## src/rtl/mtcs_defs.vh

```
// constants of the transmit configuration and status block
`ifndef MTCS_DEFS_VH
`define MTCS_DEFS_VH

// ****************************************************************
// register indexes (byte address is four times the index)
// ****************************************************************
`define MTCS_IDX_COMMAND 8'h00
`define MTCS_IDX_STATUS 8'h04
`define MTCS_IDX_RETRY 8'h05
`define MTCS_IDX_CONFIG 8'h0D

// ****************************************************************
// configuration fields and reset value
// ****************************************************************
`define MTCS_CFG_CRC_INHIBIT 0
`define MTCS_CFG_LOOP_LOW 1
`define MTCS_CFG_LOOP_HIGH 2
`define MTCS_CFG_REMOTE_DIS 3
`define MTCS_CFG_PRIORITY 4
`define MTCS_CFG_RESET 8'h00

// command field
`define MTCS_CMD_START 0

// ****************************************************************
// status fields and reset value
// ****************************************************************
`define MTCS_ST_DONE_OK 0
`define MTCS_ST_COLLIDED 2
`define MTCS_ST_GAVE_UP 3
`define MTCS_ST_CARRIER_LOST 4
`define MTCS_ST_UNDERRUN 5
`define MTCS_ST_HEARTBEAT 6
`define MTCS_ST_LATE_COL 7
`define MTCS_ST_RESET 8'h00

// ****************************************************************
// loopback modes and remote disable hash bits
// ****************************************************************
`define MTCS_LOOP_NORMAL 2'h0
`define MTCS_LOOP_MAC 2'h1
`define MTCS_LOOP_CODEC 2'h2
`define MTCS_LOOP_EXTERNAL 2'h3
`define MTCS_HASH_DISABLE 6'h3E
`define MTCS_HASH_ENABLE 6'h3F

// ****************************************************************
// backoff and timing
// ****************************************************************
`define MTCS_MAX_ATTEMPTS 5'h10
`define MTCS_BACKOFF_CAP 4'hA
`define MTCS_PRIORITY_COLS 5'h03
`define MTCS_PRIORITY_BASE 4'h3
`define MTCS_CLK_PERIOD_NS 5
`define MTCS_SLOT_NS 51200
`define MTCS_HEARTBEAT_NS 6400
`define MTCS_SYNC_SETTLE 16'h0002
`define MTCS_LFSR_SEED 16'hACE1
`define MTCS_SLOT_CYC (`MTCS_SLOT_NS / `MTCS_CLK_PERIOD_NS)
`define MTCS_HEARTBEAT_CYC (`MTCS_HEARTBEAT_NS / `MTCS_CLK_PERIOD_NS)

`endif

```

## src/rtl/mtcs_tx_ctrl.v

```verilog
// transmit configuration, status and retry sequencing behind an apb slave
//
// What this block does
// - write-only config register at index 0Dh, loopback bits reset to zero
// - frame check sequence appended when inhibit bit is 0, omitted when 1
// - crc inhibit setting applies in every loopback mode as well
// - loopback bits: 00 normal, 01 mac, 10 line codec, 11 external
// - loop pin high only in line codec loopback mode
// - remote disable enabled: hash bit 62 disables, bit 63 re-enables transmitter
// - clearing remote disable enable also re-enables the transmitter
// - priority bit: first three backoffs span 2^min(3+n,10) slots
// - priority bit clear: normal truncated binary exponential backoff
// - read-only status at index 04h, cleared when next transmission starts
// - each status bit stays low unless its event occurs
// - done ok set only without give-up and without underrun
// - collided bit on any collision, count kept in retry count register
// - abort and set gave-up bit after 16 collided attempts
// - carrier loss sets its bit but transmission goes on
// - fifo underrun sets its bit and aborts the frame
// - heartbeat bit set if no collision in first 6.4 us after frame
// - collision after 51.2 us slot sets late bit, retried normally
// - status reads zero from reset until the first transmission
//
// Implementation choice: the APB register port.
`timescale 1ns/10ps
`default_nettype none
`include "mtcs_defs.vh"

module mtcs_tx_ctrl #(
   parameter SLOT_CYC = `MTCS_SLOT_CYC,
   parameter HB_CYC = `MTCS_HEARTBEAT_CYC
) (
   input wire pclk,
   input wire presetn,
   input wire psel,
   input wire penable,
   input wire pwrite,
   input wire [11:0] paddr,
   input wire [31:0] pwdata,
   output reg [31:0] prdata,
   output reg pready,
   output reg pslverr,
   input wire carrier_in,
   input wire collision_in,
   input wire frame_done,
   input wire fifo_underrun,
   input wire hash_hit,
   input wire [5:0] hash_index,
   output reg tx_en,
   output reg tx_crc_inhibit,
   output reg [1:0] loop_mode,
   output reg loop_pin,
   output reg tx_busy,
   output reg tx_disabled
);

   // ****************************************************************
   // local declarations
   // ****************************************************************
   localparam ST_IDLE = 2'h0;
   localparam ST_SEND = 2'h1;
   localparam ST_BACKOFF = 2'h2;
   localparam ST_HBEAT = 2'h3;
   // reset value kept whole so each config flop takes its own bit
   localparam [7:0] CFG_RST = `MTCS_CFG_RESET;
   // samples the synchroniser may still carry from the last attempt
   localparam [15:0] SETTLE_CYC = `MTCS_SYNC_SETTLE;

   reg [1:0] state;
   reg remote_tx_disable_enable;
   reg backoff_priority_enable;
   reg [7:0] tx_status_register;
   reg [4:0] retry_count_register;
   reg start_pend;
   reg carrier_meta, carrier_s, collision_meta, collision_s;
   reg carrier_seen, hb_seen;
   reg [15:0] lfsr;
   reg [15:0] elapsed;
   reg [15:0] slot_cnt;
   reg [9:0] slots_left;
   reg [15:0] hb_cnt;
   reg [3:0] next_exp;
   reg [9:0] next_mask;
   reg [4:0] next_count;
   reg [31:0] next_rdata;
   reg next_hit;
   wire [7:0] idx;
   wire setup;
   wire wr_access;
   wire cfg_write;
   wire cmd_write;
   wire [1:0] cfg_loop;
   wire carrier_check;
   wire late_hit;
   wire give_up;
   wire slot_end;
   wire hb_end;
   wire [9:0] pick_slots;

   assign idx = paddr[9:2];
   assign setup = psel & ~penable;
   assign wr_access = psel & penable & pwrite & pready;

   // ****************************************************************
   // write decode
   // ****************************************************************
   // writes land only at the edge that closes the access cycle
   assign cfg_write = wr_access & (idx == `MTCS_IDX_CONFIG);
   assign cmd_write = wr_access & (idx == `MTCS_IDX_COMMAND) & pwdata[`MTCS_CMD_START];
   // bits 7:5 of the config word are reserved and dropped
   assign cfg_loop = {pwdata[`MTCS_CFG_LOOP_HIGH], pwdata[`MTCS_CFG_LOOP_LOW]};

   // ****************************************************************
   // pin synchronisers
   // ****************************************************************
   // carrier and collision come from the transceiver, another domain
   // only the second stage is read by logic; the first may be metastable
   always @(posedge pclk or negedge presetn) begin
      if (!presetn) begin
         carrier_meta <= 1'b0;
         carrier_s <= 1'b0;
         collision_meta <= 1'b0;
         collision_s <= 1'b0;
      end else begin
         carrier_meta <= carrier_in;
         carrier_s <= carrier_meta;
         collision_meta <= collision_in;
         collision_s <= collision_meta;
      end
   end

   // ****************************************************************
   // apb read mux and decode
   // ****************************************************************
   // config reads as zero: the register is write-only
   // status read mid-frame shows the events gathered so far
   always @* begin
      next_rdata = 32'h00000000;
      next_hit = 1'b1;
      case (idx)
         `MTCS_IDX_COMMAND: next_rdata = {31'h00000000, start_pend | tx_busy};
         `MTCS_IDX_STATUS: next_rdata = {24'h000000, tx_status_register};
         `MTCS_IDX_RETRY: next_rdata = {27'h0000000, retry_count_register};
         `MTCS_IDX_CONFIG: next_rdata = 32'h00000000;
         default: next_hit = 1'b0;
      endcase
   end

   // answer in the first access cycle, no wait states
   always @(posedge pclk or negedge presetn) begin
      if (!presetn) begin
         pready <= 1'b0;
         prdata <= 32'h00000000;
         pslverr <= 1'b0;
      end else begin
         pready <= setup;
         pslverr <= setup & ~next_hit;
         if (setup && !pwrite) begin
            prdata <= next_rdata;
         end
      end
   end

   // ****************************************************************
   // configuration register
   // ****************************************************************
   always @(posedge pclk or negedge presetn) begin
      if (!presetn) begin
         tx_crc_inhibit <= CFG_RST[`MTCS_CFG_CRC_INHIBIT];
         loop_mode <= {CFG_RST[`MTCS_CFG_LOOP_HIGH], CFG_RST[`MTCS_CFG_LOOP_LOW]};
         remote_tx_disable_enable <= CFG_RST[`MTCS_CFG_REMOTE_DIS];
         backoff_priority_enable <= CFG_RST[`MTCS_CFG_PRIORITY];
         loop_pin <= 1'b0;
      end else if (cfg_write) begin
         // inhibit drives the crc generator in every mode
         tx_crc_inhibit <= pwdata[`MTCS_CFG_CRC_INHIBIT];
         loop_mode <= cfg_loop;
         loop_pin <= (cfg_loop == `MTCS_LOOP_CODEC);
         remote_tx_disable_enable <= pwdata[`MTCS_CFG_REMOTE_DIS];
         backoff_priority_enable <= pwdata[`MTCS_CFG_PRIORITY];
      end
   end

   // ****************************************************************
   // remote transmitter disable
   // ****************************************************************
   // a frame already on the wire finishes; only new starts are held
   // clearing the enable wins over a disable hash in the same cycle
   always @(posedge pclk or negedge presetn) begin
      if (!presetn) begin
         tx_disabled <= 1'b0;
      end else if (!remote_tx_disable_enable) begin
         tx_disabled <= 1'b0;
      end else if (hash_hit && hash_index == `MTCS_HASH_DISABLE) begin
         tx_disabled <= 1'b1;
      end else if (hash_hit && hash_index == `MTCS_HASH_ENABLE) begin
         tx_disabled <= 1'b0;
      end
   end

   // ****************************************************************
   // backoff range
   // ****************************************************************
   // exponent from the collision count after this collision
   always @* begin
      next_count = retry_count_register + 5'h01;
      if (backoff_priority_enable && next_count <= `MTCS_PRIORITY_COLS) begin
         next_exp = `MTCS_PRIORITY_BASE + next_count[3:0];
      end else if (next_count > {1'b0, `MTCS_BACKOFF_CAP}) begin
         next_exp = `MTCS_BACKOFF_CAP;
      end else begin
         next_exp = next_count[3:0];
      end
      next_mask = ~(10'h3FF << next_exp);
   end

   // free-running lfsr feeds the random slot pick
   // any non-zero seed will do; zero would lock the register up
   always @(posedge pclk or negedge presetn) begin
      if (!presetn) begin
         lfsr <= `MTCS_LFSR_SEED;
      end else begin
         lfsr <= {lfsr[14:0], lfsr[15] ^ lfsr[13] ^ lfsr[12] ^ lfsr[10]};
      end
   end

   // ****************************************************************
   // start request
   // ****************************************************************
   // a start written while busy waits here until the sequencer is idle
   always @(posedge pclk or negedge presetn) begin
      if (!presetn) begin
         start_pend <= 1'b0;
      end else if (cmd_write) begin
         start_pend <= 1'b1;
      end else if (state == ST_IDLE && !tx_disabled) begin
         start_pend <= 1'b0;
      end
   end

   // ****************************************************************
   // attempt timing
   // ****************************************************************
   // the synchroniser still shows the last attempt's carrier for two
   // cycles after a zero-slot retry; judging carrier then would flag
   // a loss that never happened, so those samples are skipped
   assign carrier_check = (elapsed >= SETTLE_CYC);
   // late only past one full slot; such collisions still retry
   assign late_hit = (elapsed >= SLOT_CYC[15:0]);
   // the sixteenth collided attempt is the last one
   assign give_up = (next_count == `MTCS_MAX_ATTEMPTS);
   // random pick bounded by the backoff range of this collision
   assign pick_slots = lfsr[9:0] & next_mask;
   assign slot_end = (slot_cnt == SLOT_CYC[15:0] - 16'h0001);
   // heartbeat window is fixed; a heartbeat after it counts as missing
   assign hb_end = (hb_cnt == HB_CYC[15:0] - 16'h0001);

   // ****************************************************************
   // transmit sequencer
   // ****************************************************************
   // status flags only ever set here; the clear happens at start,
   // when no event can arrive, so no set is lost
   always @(posedge pclk or negedge presetn) begin
      if (!presetn) begin
         state <= ST_IDLE;
         tx_en <= 1'b0;
         tx_busy <= 1'b0;
         tx_status_register <= `MTCS_ST_RESET;
         retry_count_register <= 5'h00;
         carrier_seen <= 1'b0;
         hb_seen <= 1'b0;
         elapsed <= 16'h0000;
         slot_cnt <= 16'h0000;
         slots_left <= 10'h000;
         hb_cnt <= 16'h0000;
      end else begin
         case (state)
            ST_IDLE: begin
               if (start_pend && !tx_disabled) begin
                  // the only clear the status bits see outside reset
                  tx_status_register <= 8'h00;
                  retry_count_register <= 5'h00;
                  carrier_seen <= 1'b0;
                  elapsed <= 16'h0000;
                  tx_en <= 1'b1;
                  tx_busy <= 1'b1;
                  state <= ST_SEND;
               end
            end
            ST_SEND: begin
               if (elapsed != 16'hFFFF) begin
                  elapsed <= elapsed + 16'h0001;
               end
               if (carrier_check && carrier_s) begin
                  carrier_seen <= 1'b1;
               end else if (carrier_check && carrier_seen) begin
                  // keep sending on loss of carrier
                  tx_status_register[`MTCS_ST_CARRIER_LOST] <= 1'b1;
               end
               // underrun beats collision and frame end in the same cycle
               if (fifo_underrun) begin
                  tx_status_register[`MTCS_ST_UNDERRUN] <= 1'b1;
                  tx_en <= 1'b0;
                  tx_busy <= 1'b0;
                  state <= ST_IDLE;
               end else if (collision_s) begin
                  tx_en <= 1'b0;
                  tx_status_register[`MTCS_ST_COLLIDED] <= 1'b1;
                  retry_count_register <= next_count;
                  if (late_hit) begin
                     tx_status_register[`MTCS_ST_LATE_COL] <= 1'b1;
                  end
                  if (give_up) begin
                     tx_status_register[`MTCS_ST_GAVE_UP] <= 1'b1;
                     tx_busy <= 1'b0;
                     state <= ST_IDLE;
                  end else begin
                     // late collisions retry like any other
                     slots_left <= pick_slots;
                     slot_cnt <= 16'h0000;
                     state <= ST_BACKOFF;
                  end
               end else if (frame_done) begin
                  tx_status_register[`MTCS_ST_DONE_OK] <= 1'b1;
                  tx_en <= 1'b0;
                  hb_seen <= 1'b0;
                  hb_cnt <= 16'h0000;
                  state <= ST_HBEAT;
               end
            end
            ST_BACKOFF: begin
               // the retry goes out without deferring to carrier
               if (slots_left == 10'h000) begin
                  elapsed <= 16'h0000;
                  carrier_seen <= 1'b0;
                  tx_en <= 1'b1;
                  state <= ST_SEND;
               end else if (slot_end) begin
                  slot_cnt <= 16'h0000;
                  slots_left <= slots_left - 10'h001;
               end else begin
                  slot_cnt <= slot_cnt + 16'h0001;
               end
            end
            ST_HBEAT: begin
               // heartbeat must begin inside the early gap window
               // busy spans the window so status is final once it falls
               if (collision_s) begin
                  hb_seen <= 1'b1;
               end
               if (hb_end) begin
                  if (!hb_seen && !collision_s) begin
                     tx_status_register[`MTCS_ST_HEARTBEAT] <= 1'b1;
                  end
                  tx_busy <= 1'b0;
                  state <= ST_IDLE;
               end else begin
                  hb_cnt <= hb_cnt + 16'h0001;
               end
            end
            default: begin
               // unused state code: back to idle with the line quiet
               tx_en <= 1'b0;
               tx_busy <= 1'b0;
               state <= ST_IDLE;
            end
         endcase
      end
   end

endmodule // mtcs_tx_ctrl

`default_nettype wire

```

## config.mk

```make
export PLATFORM = sky130hd
export DESIGN_NAME = mtcs_tx_ctrl
export DESIGN_NICKNAME = d
export VERILOG_FILES = /design/src/rtl/mtcs_tx_ctrl.v
export VERILOG_INCLUDE_DIRS = /design/src /design/src/rtl
export SDC_FILE = /design/constraint.sdc
export NUM_CORES = 1
export LEC_CHECK = 0
export BUFFER_PORTS_ARGS = -buffer_cell sky130_fd_sc_hd__buf_4
export CORE_MARGIN = 2
export CORE_UTILIZATION = 51
export CTS_BUF_LIST = sky130_fd_sc_hd__clkbuf_16
export CTS_CLUSTER_SIZE = 30
export DETAILED_ROUTE_END_ITERATION = 16
export HOLD_SLACK_MARGIN = 0.08
export MAX_ROUTING_LAYER = met4
export PLACE_DENSITY = 0.77
export SLEW_MARGIN = 20
export SYNTH_ARGS = -nofsm -noshare
export SYNTH_HDL_FRONTEND = slang
export SYNTH_SLANG_ARGS = --single-unit
```

## constraint.sdc

```tcl
create_clock -name pclk -period 2.4 [get_ports pclk]
set_clock_uncertainty 0.1 [all_clocks]
set_input_delay 0.48 -clock pclk [delete_from_list [all_inputs] [get_ports pclk]]
set_output_delay 0.48 -clock pclk [all_outputs]
set_load 0.005 [all_outputs]
```

# Yosys cells after proc, flatten, opt, wreduce, memory -nomap -nowiden
# Cells that the tools add are included.
[op_classes]
mux = 80
magnitude_cmp = 4
addsub = 6
n_reduce_logical = 40
shifts = 1
n_eq_ne = 37
bitwise_logic = 16
[ops]
columns = ["operator", "count"]
rows = [
  ["$mux W16", 12],
  ["$pmux W16 S2", 2],
  ["$mux W10", 5],
  ["$add A16 B1 Y16 const B", 3],
  ["$pmux W16 S3", 1],
  ["$ne A2 B2 Y1 const B", 19],
  ["$reduce_and A5 Y1", 7],
  ["$mux W1", 33],
  ["$reduce_and A4 Y1", 7],
  ["$pmux W8 S3", 1],
  ["$pmux W10 S2", 1],
  ["$mux W2", 9],
  ["$eq A16 B11 Y1 const B", 1],
  ["$eq A16 B14 Y1 const B", 1],
  ["$eq A8 B3 Y1 const B", 2],
  ["$ge A16 B14 Y1 const B", 1],
  ["$ge A16 B2 Y1 const B", 1],
  ["$ne A16 B16 Y1 const B", 1],
  ["$mux W5", 3],
  ["$eq A6 B6 Y1 const B", 2],
  ["$and A10 B10 Y10", 1],
  ["$logic_not A10 Y1", 1],
  ["$not A10 Y10", 1],
  ["$pmux W5 S2", 1],
  ["33 further kinds", 68],
]
[totals]
elab_cells = 216
ff_bits = 138
input_bits = 60
output_inout_bits = 41

# Longest topological paths before layout
# Gate-level depths: netlist of the first run.
[depth]
word_depth = 11
depth_mapped = 9

# Least setup slack after synthesis of the first run
# No wires, ideal clock.
[synth_timing]
path_kind = "reg-to-reg"
startpoint = "register retry_count_register[1]"
endpoint = "register slot_cnt[15]"
setup_ps = 78
arrival_time_ps = 2257
required_time_ps = 2222
stages_incl_launch_ff = 9
path_buffers = 1
setup_slack_ps = -34
path_cell_list = "dfrtp_1 > ha_1 > buf_2 > and2_1 > a31o_2 > a31oi_4 > nor2_1 > or4_1 > a21oi_1"
[synth_between]
elab_chain_cells = 4
[synth_rtl]
columns = ["element", "line", "source"]
rows = [
  ["start, declared", "mtcs_tx_ctrl.v:73", "reg [4:0] retry_count_register;"],
  ["start signal, assigned", "mtcs_tx_ctrl.v:309", "retry_count_register <= next_count;"],
  ["$add A5 B1 Y5", "mtcs_tx_ctrl.v:206", "next_count = retry_count_register + 5'h01;"],
  ["$eq A5 B5 Y1 (no source line)", "--", ""],
  ["$ne A2 B2 Y1 (no source line)", "--", ""],
  ["$reduce_and A5 Y1 (no source line)", "--", ""],
  ["end signal, assigned", "mtcs_tx_ctrl.v:342", "slot_cnt <= slot_cnt + 16'h0001;"],
  ["end, declared", "mtcs_tx_ctrl.v:79", "reg [15:0] slot_cnt;"],
]
# Every way passes these cells.
# A chain may end at the register's enable or synchronous reset.

# Worst setup path in the final report of the first run
[layout_timing]
startpoint = "register slots_left[0]"
endpoint = "register elapsed[3]"
[layout_between]
elab_chain_cells = 3
[layout_rtl]
columns = ["element", "line", "source"]
rows = [
  ["start, declared", "mtcs_tx_ctrl.v:80", "reg [9:0] slots_left;"],
  ["start signal, assigned", "mtcs_tx_ctrl.v:319", "slots_left <= pick_slots;"],
  ["start signal, assigned", "mtcs_tx_ctrl.v:340", "slots_left <= slots_left - 10'h001;"],
  ["$logic_not A10 Y1", "mtcs_tx_ctrl.v:333", "if (slots_left == 10'h000) begin"],
  ["$ne A2 B2 Y1 (no source line)", "--", ""],
  ["$reduce_and A4 Y1 (no source line)", "--", ""],
  ["end signal, assigned", "mtcs_tx_ctrl.v:292", "elapsed <= elapsed + 16'h0001;"],
  ["end, declared", "mtcs_tx_ctrl.v:78", "reg [15:0] elapsed;"],
]
# Every way passes these cells.

==> results.yml, run 1 <==
detailed_routing:
  wl_um: 15000
  drt_iter0_markers: 551
  drc: 0
  routedWlPerCell_um: 17.1
  vias: 5161
  ant_nets: 0
  avgViaCountPerCell: 5.89
  first_pass_iters: 6
sta:
  period_needed_ns: 2.39
  worst_pin_slew_ns: 0.787
  max_freq_mhz: 419
  drv_slew: 0
  rsz0062_at_grt: "yes"
  final_hold_viol_count: 0
  finalCritPeriodShare: 0.995
  setup_violations: 0
  maxSlewHeadroom: 0.474
synth:
  syn_avg_cell_area_sq_um: 9.48
  synth.distinct_cells: 60
  synthArstFlopShare: 1.00
  synth_cells: 631
  synth_flop_cell: "dfrtp_1"
  synth-seq-cells: 114
  synth_area_leaders: "dfrtp_1 44%, nor2_1 4.1%, o21ai_0 4.0%, dfstp_2 3.5%, buf_4 3.1%"
  yosys_warnings: 0
  synth_edf_count: 0
  synth_area_sq_mm: 0.00598
  yosys.area.top_type_share: 0.443
  yosysTopAreaCell: "dfrtp_1"
  seq_area_frac_synth: 0.479
floorplanning:
  die_area_sq_mm: 0.0126
  fp-row-count: 39
  io_pins: 101
  core_sq_mm: 0.0114
  die_y_um: 112
  initial_core_util: 0.524
  fp.dieW_um: 112
min_path:
  holdPathStages: 2
  hp-class: "in2reg"
clock_tree:
  cts_max_level: 4
  clk_pin_slew_ns: 0.05
  cts.sinks: 114
  cts_tree: "done"
  cts_buffers: 17
  root_buffer: "clkbuf_16"
  cts_buffer_depth: 2
  clk_latency_ns: 0.41
place:
  placedInstanceArea_sq_mm: 0.00664
  dp_hpwl_um: 9750
  gp_congestion: 0.830
  dp.cells: 832
  numPortBuffers: 45
finish:
  nets: 789
  drive_gt1_frac: 0.237
  diodes: 0
  instances_no_fill: 876
  stdcell_area_sq_mm: 0.00748
  layout_common_cells: "105 x dfrtp_1, 88 x buf_4, 65 x nor2_1, 47 x nand2_1, 47 x o21ai_0"
  syn_to_final_growth_pct: 25.1
  layout_commonest_cell: "dfrtp_1"
  fin_util: 0.655
global_routing:
  grt_start_max_net_pins: 51
  overflow: 0
  grt_usage: 0.244
  grt_pass1_wl_um: 24200
  grt_pass1_vias: 5073
  grt_antenna_before_repair: 0
power:
  p_per_area_mw_per_mm2: 904
  p_leak_nw: 3.46
  peakVddDrop_uv: 1020
critical_path:
  reg2reg_depth: 9
  crit_path_max_fanout: 6
  crit_arrival_ns: 2.63
  cp.required_ns: 2.64
  crit_type: "reg2reg"
  end_kind: "flop"
  start_kind: "flop"
outcome:
  status: "completed"
run:
  cap_violations: 0
timing repair:
| item | in CTS | in global routing |
|---|---|---|
| gates cloned | 0 | 2 |
| hold endpoints to repair | 30 | 0 |
| resized for setup | 9 | 24 |
| pin swaps | 0 | 4 |
| endpoints found under the setup margin | 18 | 36 |
| hold buffers | 3 | 0 |
| buffers inserted | 0 | 7 |
cells in the mapped netlist, types with 3 or more instances:
library cell	instances
mux2i_1	3
o31ai_1	15
xnor2_1	20
a31o_2	3
nand3_1	23
or3_1	5
o21a_1	4
and3_1	15
a41oi_1	3
o311ai_0	3
xor2_1	14
and4_1	4
a22o_1	7
clkbuf_1	18
nor3_2	4
ha_1	9
dfstp_2	8
o21ai_0	48
nor2_1	66
buf_4	25
a31oi_1	8
nand2b_1	12
a21oi_1	25
nor3_1	15
inv_1	18
o211ai_1	11
dfrtp_1	106
a21o_1	4
or2_2	3
buf_2	8
nor4_1	10
and2_1	11
o2111ai_1	4
nand3b_1	5
nand2_1	47
nand4_1	13
mux2_2	6
cell type report:
type | instances | area, sq um
repair buffers | 99 | 797
multi-input cells | 470 | 2960
well taps | 143 | 179
clock inverters | 15 | 189
fillers | 866 | 3940
flip-flops and latches | 114 | 2860
inverters | 18 | 67.6
clock buffers | 17 | 425
path summary, 6_finish.rpt:
path	from	to	slack, ns
setup / recovery	slots_left[0]	elapsed[3]	0.01
hold / removal	penable	pready	0.17
setup reg to reg	slots_left[0]	elapsed[3]	0.01
hold reg to reg	collision_meta	collision_s	0.25
max in group asynchronous	presetn	lfsr[10]	1.08
min in group asynchronous	presetn	slot_cnt[7]	0.46
logic make-up after synthesis:
logic type	synth area share
flops	0.479
fa+ha+maj	0.0188
compound gates	0.165
mux	0.0163
buf+inv	0.0613
simple gates	0.210
other cells	0.000627
xor+xnor	0.0498
stage by stage:
| step | TNS, ns | power [mW] | hold WS (ns) | setup WS, ns |
|---|---|---|---|---|
| 2_1_floorplan | 0 | 3.25 | 0.0844 | 0.0295 |
| 3_3_place_gp | -0.00204 | 3.79 | 0.234 | -0.00204 |
| 3_5_place_dp | -0.156 | 3.85 | 0.237 | -0.0701 |
| 4_1_cts | -0.0378 | 6.59 | 0.152 | -0.0212 |
| 5_1_grt | -0.402 | 7.04 | 0.167 | -0.0767 |
| 6_report | 0 | 6.77 | 0.173 | 0.0129 |
metal layers:
metal	routed length (um)	global-route usage	up-vias
met5	0	-	-
met4	350	0.0748	0
met3	834	0.0508	39
met2	7710	0.410	186
met1	6090	0.297	2539
li1	-	-	2397
registers in the layout (all words and copies together), names as in the netlist, 2 cells and up:
register              cells
elapsed                  16
hb_cnt                   16
lfsr                     16
loop_mode                 2
prdata                    8
retry_count_register      5
slot_cnt                 16
slots_left               10
state                     2
tx_status_register        7
report_power, final:
part	leakage, nW	internal [mW]	switching (mW)
Combinational	1.65	0.775	1.04
Sequential	1.52	2.13	0.194
Clock	0.288	1.73	0.902
Total	3.46	4.63	2.14
critical path, stage by stage, from the launching register on:
cell     delay, ns
dfrtp_1       0.39
inv_1         0.08
ha_2          0.19
or4b_4        0.50
nor4_4        0.15
buf_4         0.19
o22ai_2       0.10
buf_6         0.16
or3_4         0.33
a21oi_2       0.14
Power figures use the tool's default switching activity.
==> run 2, diff against run 1 <==
Settings changed: CELL_PAD_IN_SITES_DETAIL_PLACEMENT from default to 1, CELL_PAD_IN_SITES_GLOBAL_PLACEMENT from default to 1, CORE_UTILIZATION 51 to 39, CTS_BUF_LIST sky130_fd_sc_hd__clkbuf_16 to default.
==> run 2 against run 1 <==
Against the previous run:
- the run now ends with setup timing left
- first-iteration DRC count down 20%
- via count down 0.52%
- critical path depth unchanged
- critical endpoint is now elapsed[14]
- highest routed layer unchanged
- critical path type unchanged
- maximum frequency down 3.9%
==> results.yml, run 2 (synthesis results as in run 1) <==
sta:
  drv_slew: 0
  maxSlewHeadroom: 0.539
  finalWorstSetupSlack_ns: -0.0830
  finalCritPeriodShare: 1.03
  final_hold_viol_count: 0
  rsz0062_at_grt: "yes"
  max_freq_mhz: 403
  period_needed_ns: 2.48
  worst_pin_slew_ns: 0.686
  setup_violations: 2
global_routing:
  overflow: 0
  grt_antenna_before_repair: 0
  grt_start_max_net_pins: 44
  grt_pass1_wl_um: 27900
  grt_pass1_vias: 5427
  grt_usage: 0.224
critical_path:
  worstReg2RegStart: "slots_left[1]"
  start_kind: "flop"
  crit_path_end: "elapsed[14]"
  reg2reg_depth: 9
  cp.required_ns: 2.61
  end_kind: "flop"
  rrSetupSlack_ns: -0.08
  crit_arrival_ns: 2.69
  setup.worst_path.start: "slots_left[1]"
  crit_type: "reg2reg"
  timing.rr.end: "elapsed[14]"
  crit_path_max_fanout: 3
power:
  pwr-share-comb: 0.244
  total_power_mw: 7.06
  p_int_mw: 4.95
  p_sw_mw: 2.10
  p_per_area_mw_per_mm2: 918
  swShare: 0.298
  power.share.clock: 0.426
  p_leak_nw: 3.50
  peakVddDrop_uv: 664
  p_seq_frac: 0.330
finish:
  fillCellCount: 1679
  multi_input_area_sq_mm: 0.00300
  nets: 794
  regArea_sq_mm: 0.00286
  layout_commonest_cell: "dfrtp_1"
  syn_to_final_growth_pct: 28.5
  layout_common_cells: "106 x dfrtp_1, 95 x buf_4, 64 x nor2_1, 48 x o21ai_0, 47 x nand2_1"
  diodes: 0
  drive_gt1_frac: 0.252
  stdcell_area_sq_mm: 0.00769
run:
  cap_violations: 0
detailed_routing:
  avgViaCountPerCell: 5.54
  first_pass_iters: 4
  drc: 0
  wl_um: 17200
  vias: 5134
  drt_iter0_markers: 439
  ant_nets: 0
  routedWlPerCell_um: 18.6
floorplanning:
  io_pins: 101
  fp-row-count: 45
  initial_core_util: 0.396
  die_area_sq_mm: 0.0163
  fp.dieW_um: 128
  die_y_um: 128
  core_sq_mm: 0.0151
min_path:
  hp-class: "in2reg"
outcome:
  status: "complete, but fails checks"
  violations: "setup timing"
place:
  gp_congestion: 0.836
  dp_hpwl_um: 11400
  placedInstanceArea_sq_mm: 0.00675
  numPortBuffers: 45
clock_tree:
  cts.sinks: 114
  cts_buffer_depth: 2
  cts_tree: "done"
  clk_pin_slew_ns: 0.06
  cts_max_level: 4
  clk_latency_ns: 0.42
  cts_buffers: 17
  root_buffer: "clkbuf_16"
run 2: cell count changes in the layout (fill, tap and decap cells not counted), sizes merged:
| cell | before | now |
|---|---|---|
| bufinv | 4 | 6 |
| clkinv | 5 | 0 |
| inv | 20 | 18 |
| clkinvlp | 4 | 2 |
| buf | 95 | 101 |
| clkbuf | 18 | 24 |
run 2: timing repair:
item / 4_1_cts / 5_1_grt
cloned: 0 / 1
buffers inserted: 1 / 3
gates resized for setup: 10 / 26
pin swaps: 1 / 3
hold endpoints to repair: 36 / 0
endpoints found under the setup margin: 17 / 24
hold buffers: 3 / 0
run 2: layer usage:
| layer | part of all wire | global-route usage |
|---|---|---|
| met5 | 0 | - |
| met4 | 0.014 | 0.0718 |
| met3 | 0.026 | 0.0438 |
| met2 | 0.52 | 0.376 |
| met1 | 0.44 | 0.272 |
run 2: how the worst min path moves through the flow:
| stage | depth (start not counted) | end | start |
|---|---|---|---|
| global placement | 0 | lfsr[15] | lfsr[14] |
| floorplan | 0 | backoff_priority_enable | presetn |
| CTS | 2 | pready | penable |
| finish | 2 | pready | penable |
| global route | 2 | pready | penable |
| detailed placement | 0 | lfsr[15] | lfsr[14] |
run 2: cell type report:
| class | count | area share |
|---|---|---|
| multi-input cells | 470 | 0.390 |
| flip-flops and latches | 114 | 0.372 |
| repair buffers | 104 | 0.108 |
| clock buffers | 24 | 0.0653 |
| well taps | 188 | 0.0306 |
| clock inverters | 8 | 0.0254 |
| inverters | 18 | 0.00879 |
run 2: worst max-delay path, cell delays in order, from the launching register on:
cell,delay (ns)
dfrtp_1,0.38
inv_1,0.08
ha_1,0.16
or4b_4,0.51
nor4_4,0.20
buf_4,0.19
o211ai_1,0.18
nor4_2,0.32
xnor2_1,0.18
nor2_1,0.06
run 2: metrics by stage:
stage / std cells / hold slack (ns) / setup TNS, ns / utilization / setup slack, ns
6_report: 926 / 0.152 / -0.108 / 0.509 / -0.0830
5_1_grt: 926 / 0.148 / -0.914 / 0.509 / -0.216
4_1_cts: 922 / 0.136 / -0.00815 / 0.500 / -0.00458
3_5_place_dp: 886 / 0.243 / -0.222 / 0.448 / -0.0947
3_3_place_gp: 886 / 0.238 / 0 / 0.448 / 0.00287
2_1_floorplan: 654 / 0.0844 / 0 / - / 0.0295
run 2: power by group through the flow:
stage               Sequential [mW]  Combinational [mW]  Clock [mW]
CTS                            2.32                1.65        3.05
detailed placement             2.34                1.59           0
floorplan                      2.31               0.946           0
global route                   2.35                1.93        3.13
global placement               2.33                1.52           0
finish                         2.33                1.72        3.01
==> run 3, diff against run 2 <==
Settings changed: CAP_MARGIN from default to 20, CORE_MARGIN 2 to default.
==> run 3 against run 2 <==
Against the previous run:
- the flow now finishes without violations
- die area down 3.1%
- sequential power about the same
- count of clock-buffer cells in the layout down 5
- final area is 0.23% higher
- critical endpoint is now elapsed[3]
==> results.yml, run 3 (synthesis results as in run 1) <==
sta:
  setup_violations: 0
  max_freq_mhz: 421
  finalSetupTns_ns: 0
  finalWorstSetupSlack_ns: 0.0271
  period_needed_ns: 2.37
  rsz0062_at_grt: "yes"
  hold_ws_ns: 0.145
  drv_slew: 0
  final_hold_viol_count: 0
  worst_pin_slew_ns: 0.748
  finalCritPeriodShare: 0.989
  maxSlewHeadroom: 0.501
floorplanning:
  fp.dieW_um: 126
  io_pins: 101
  die_area_sq_mm: 0.0158
  initial_core_util: 0.405
  fp-row-count: 44
  die_y_um: 126
  core_sq_mm: 0.0148
critical_path:
  end_kind: "flop"
  rrSetupSlack_ns: 0.03
  crit_arrival_ns: 2.63
  crit_path_max_fanout: 5
  slowest_delay_ns: 0.50
  cpMaxStageDelayCell: "or4b_4"
  cp.required_ns: 2.65
  start_kind: "flop"
  crit_type: "reg2reg"
  path_cells: "inv_2 > ha_4 > or4b_4 > nor4_4 > buf_6 > o22ai_4 > buf_6 > or3_1 > a21oi_1"
  cp_common_cell: "buf_6"
finish:
  syn_to_final_growth_pct: 28.8
  nets: 796
  fin_util: 0.522
  drive_gt1_frac: 0.264
  layout_commonest_cell: "dfrtp_1"
  instances_no_fill: 924
  diodes: 0
  layout_common_cells: "104 x dfrtp_1, 93 x buf_4, 63 x nor2_1, 47 x nand2_1, 47 x o21ai_0"
  stdcell_area_sq_mm: 0.00770
clock_tree:
  cts_buffers: 17
  clk_latency_ns: 0.42
  root_buffer: "clkbuf_16"
  clk_pin_slew_ns: 0.06
  cts_buffer_depth: 2
  cts.sinks: 114
  cts_tree: "done"
  cts_max_level: 4
power:
  peakVddDrop_uv: 697
  p_per_area_mw_per_mm2: 903
  p_sw_mw: 2.17
  total_power_mw: 6.96
  swShare: 0.312
  p_leak_nw: 3.53
  pwr-share-comb: 0.263
  power.share.clock: 0.401
  p_seq_frac: 0.336
  p_int_mw: 4.78
place:
  dp.cells: 880
  pre_cts_ws_ns: -0.130
  placedInstanceArea_sq_mm: 0.00673
  gp_congestion: 0.850
  dp_hpwl_um: 11500
  numPortBuffers: 45
detailed_routing:
  drt_iter0_markers: 216
  avgViaCountPerCell: 5.58
  ant_nets: 0
  routedWlPerCell_um: 18.7
  first_pass_iters: 5
  drc: 0
  vias: 5156
  wl_um: 17300
min_path:
  hp-class: "in2reg"
global_routing:
  grt_usage: 0.231
  grt_start_max_net_pins: 70
  grt_pass1_vias: 5589
  grt_pass1_wl_um: 27800
  overflow: 0
  grt_antenna_before_repair: 0
run:
  cap_violations: 0
outcome:
  status: "completed"
==> run 3: power by group through the flow <==
stage	logic [mW]	clock network, mW	registers (mW)
floorplan	0.946	0	2.31
global placement	1.52	0	2.33
detailed placement	1.61	0	2.35
CTS	1.73	2.83	2.33
global route	2.01	2.90	2.36
finish	1.83	2.79	2.34
==> run 3: repair_timing <==
action | in CTS | in global routing
hold endpoints to repair | 26 | 0
endpoints found under the setup margin | 25 | 41
pin swaps | 5 | 4
buffers inserted | 3 | 3
gates resized for setup | 27 | 25
cloned | 1 | 2
hold buffers | 3 | 0
==> run 3: final timing paths <==
| kind | depth (start not counted) | end | start |
|---|---|---|---|
| max in group asynchronous | 3 | hb_cnt[6] | presetn |
| worst max-delay path | 9 | elapsed[3] | slots_left[1] |
| worst min register to register | 0 | carrier_s | carrier_meta |
| min in group asynchronous | 2 | lfsr[14] | presetn |
| worst max register to register | 9 | elapsed[3] | slots_left[1] |
| worst min-delay path | 2 | pready | penable |
==> run 3: cell type report <==
cell class / instances / area [sq um]
fillers: 1641 / 7050
well taps: 184 / 230
flip-flops and latches: 114 / 2870
multi-input cells: 470 / 3040
clock inverters: 13 / 209
inverters: 18 / 67.6
clock buffers: 19 / 443
repair buffers: 106 / 846
==> run 3: per-layer routing <==
layer | track usage | vias up | share of wire
met1 | 0.262 | 2641 | 0.43
li1 | - | 2408 | -
met4 | 0.0836 | 0 | 0.021
met2 | 0.400 | 74 | 0.53
met3 | 0.0518 | 33 | 0.026
met5 | - | - | 0
==> run 3: critical path: cells and delay by family (launching register included) <==
kind,cells,cell delay [ns]
fa+ha+maj,1,0.14
buf+inv,3,0.44
simple gates,3,1.01
compound gates,2,0.24
flops,1,0.38
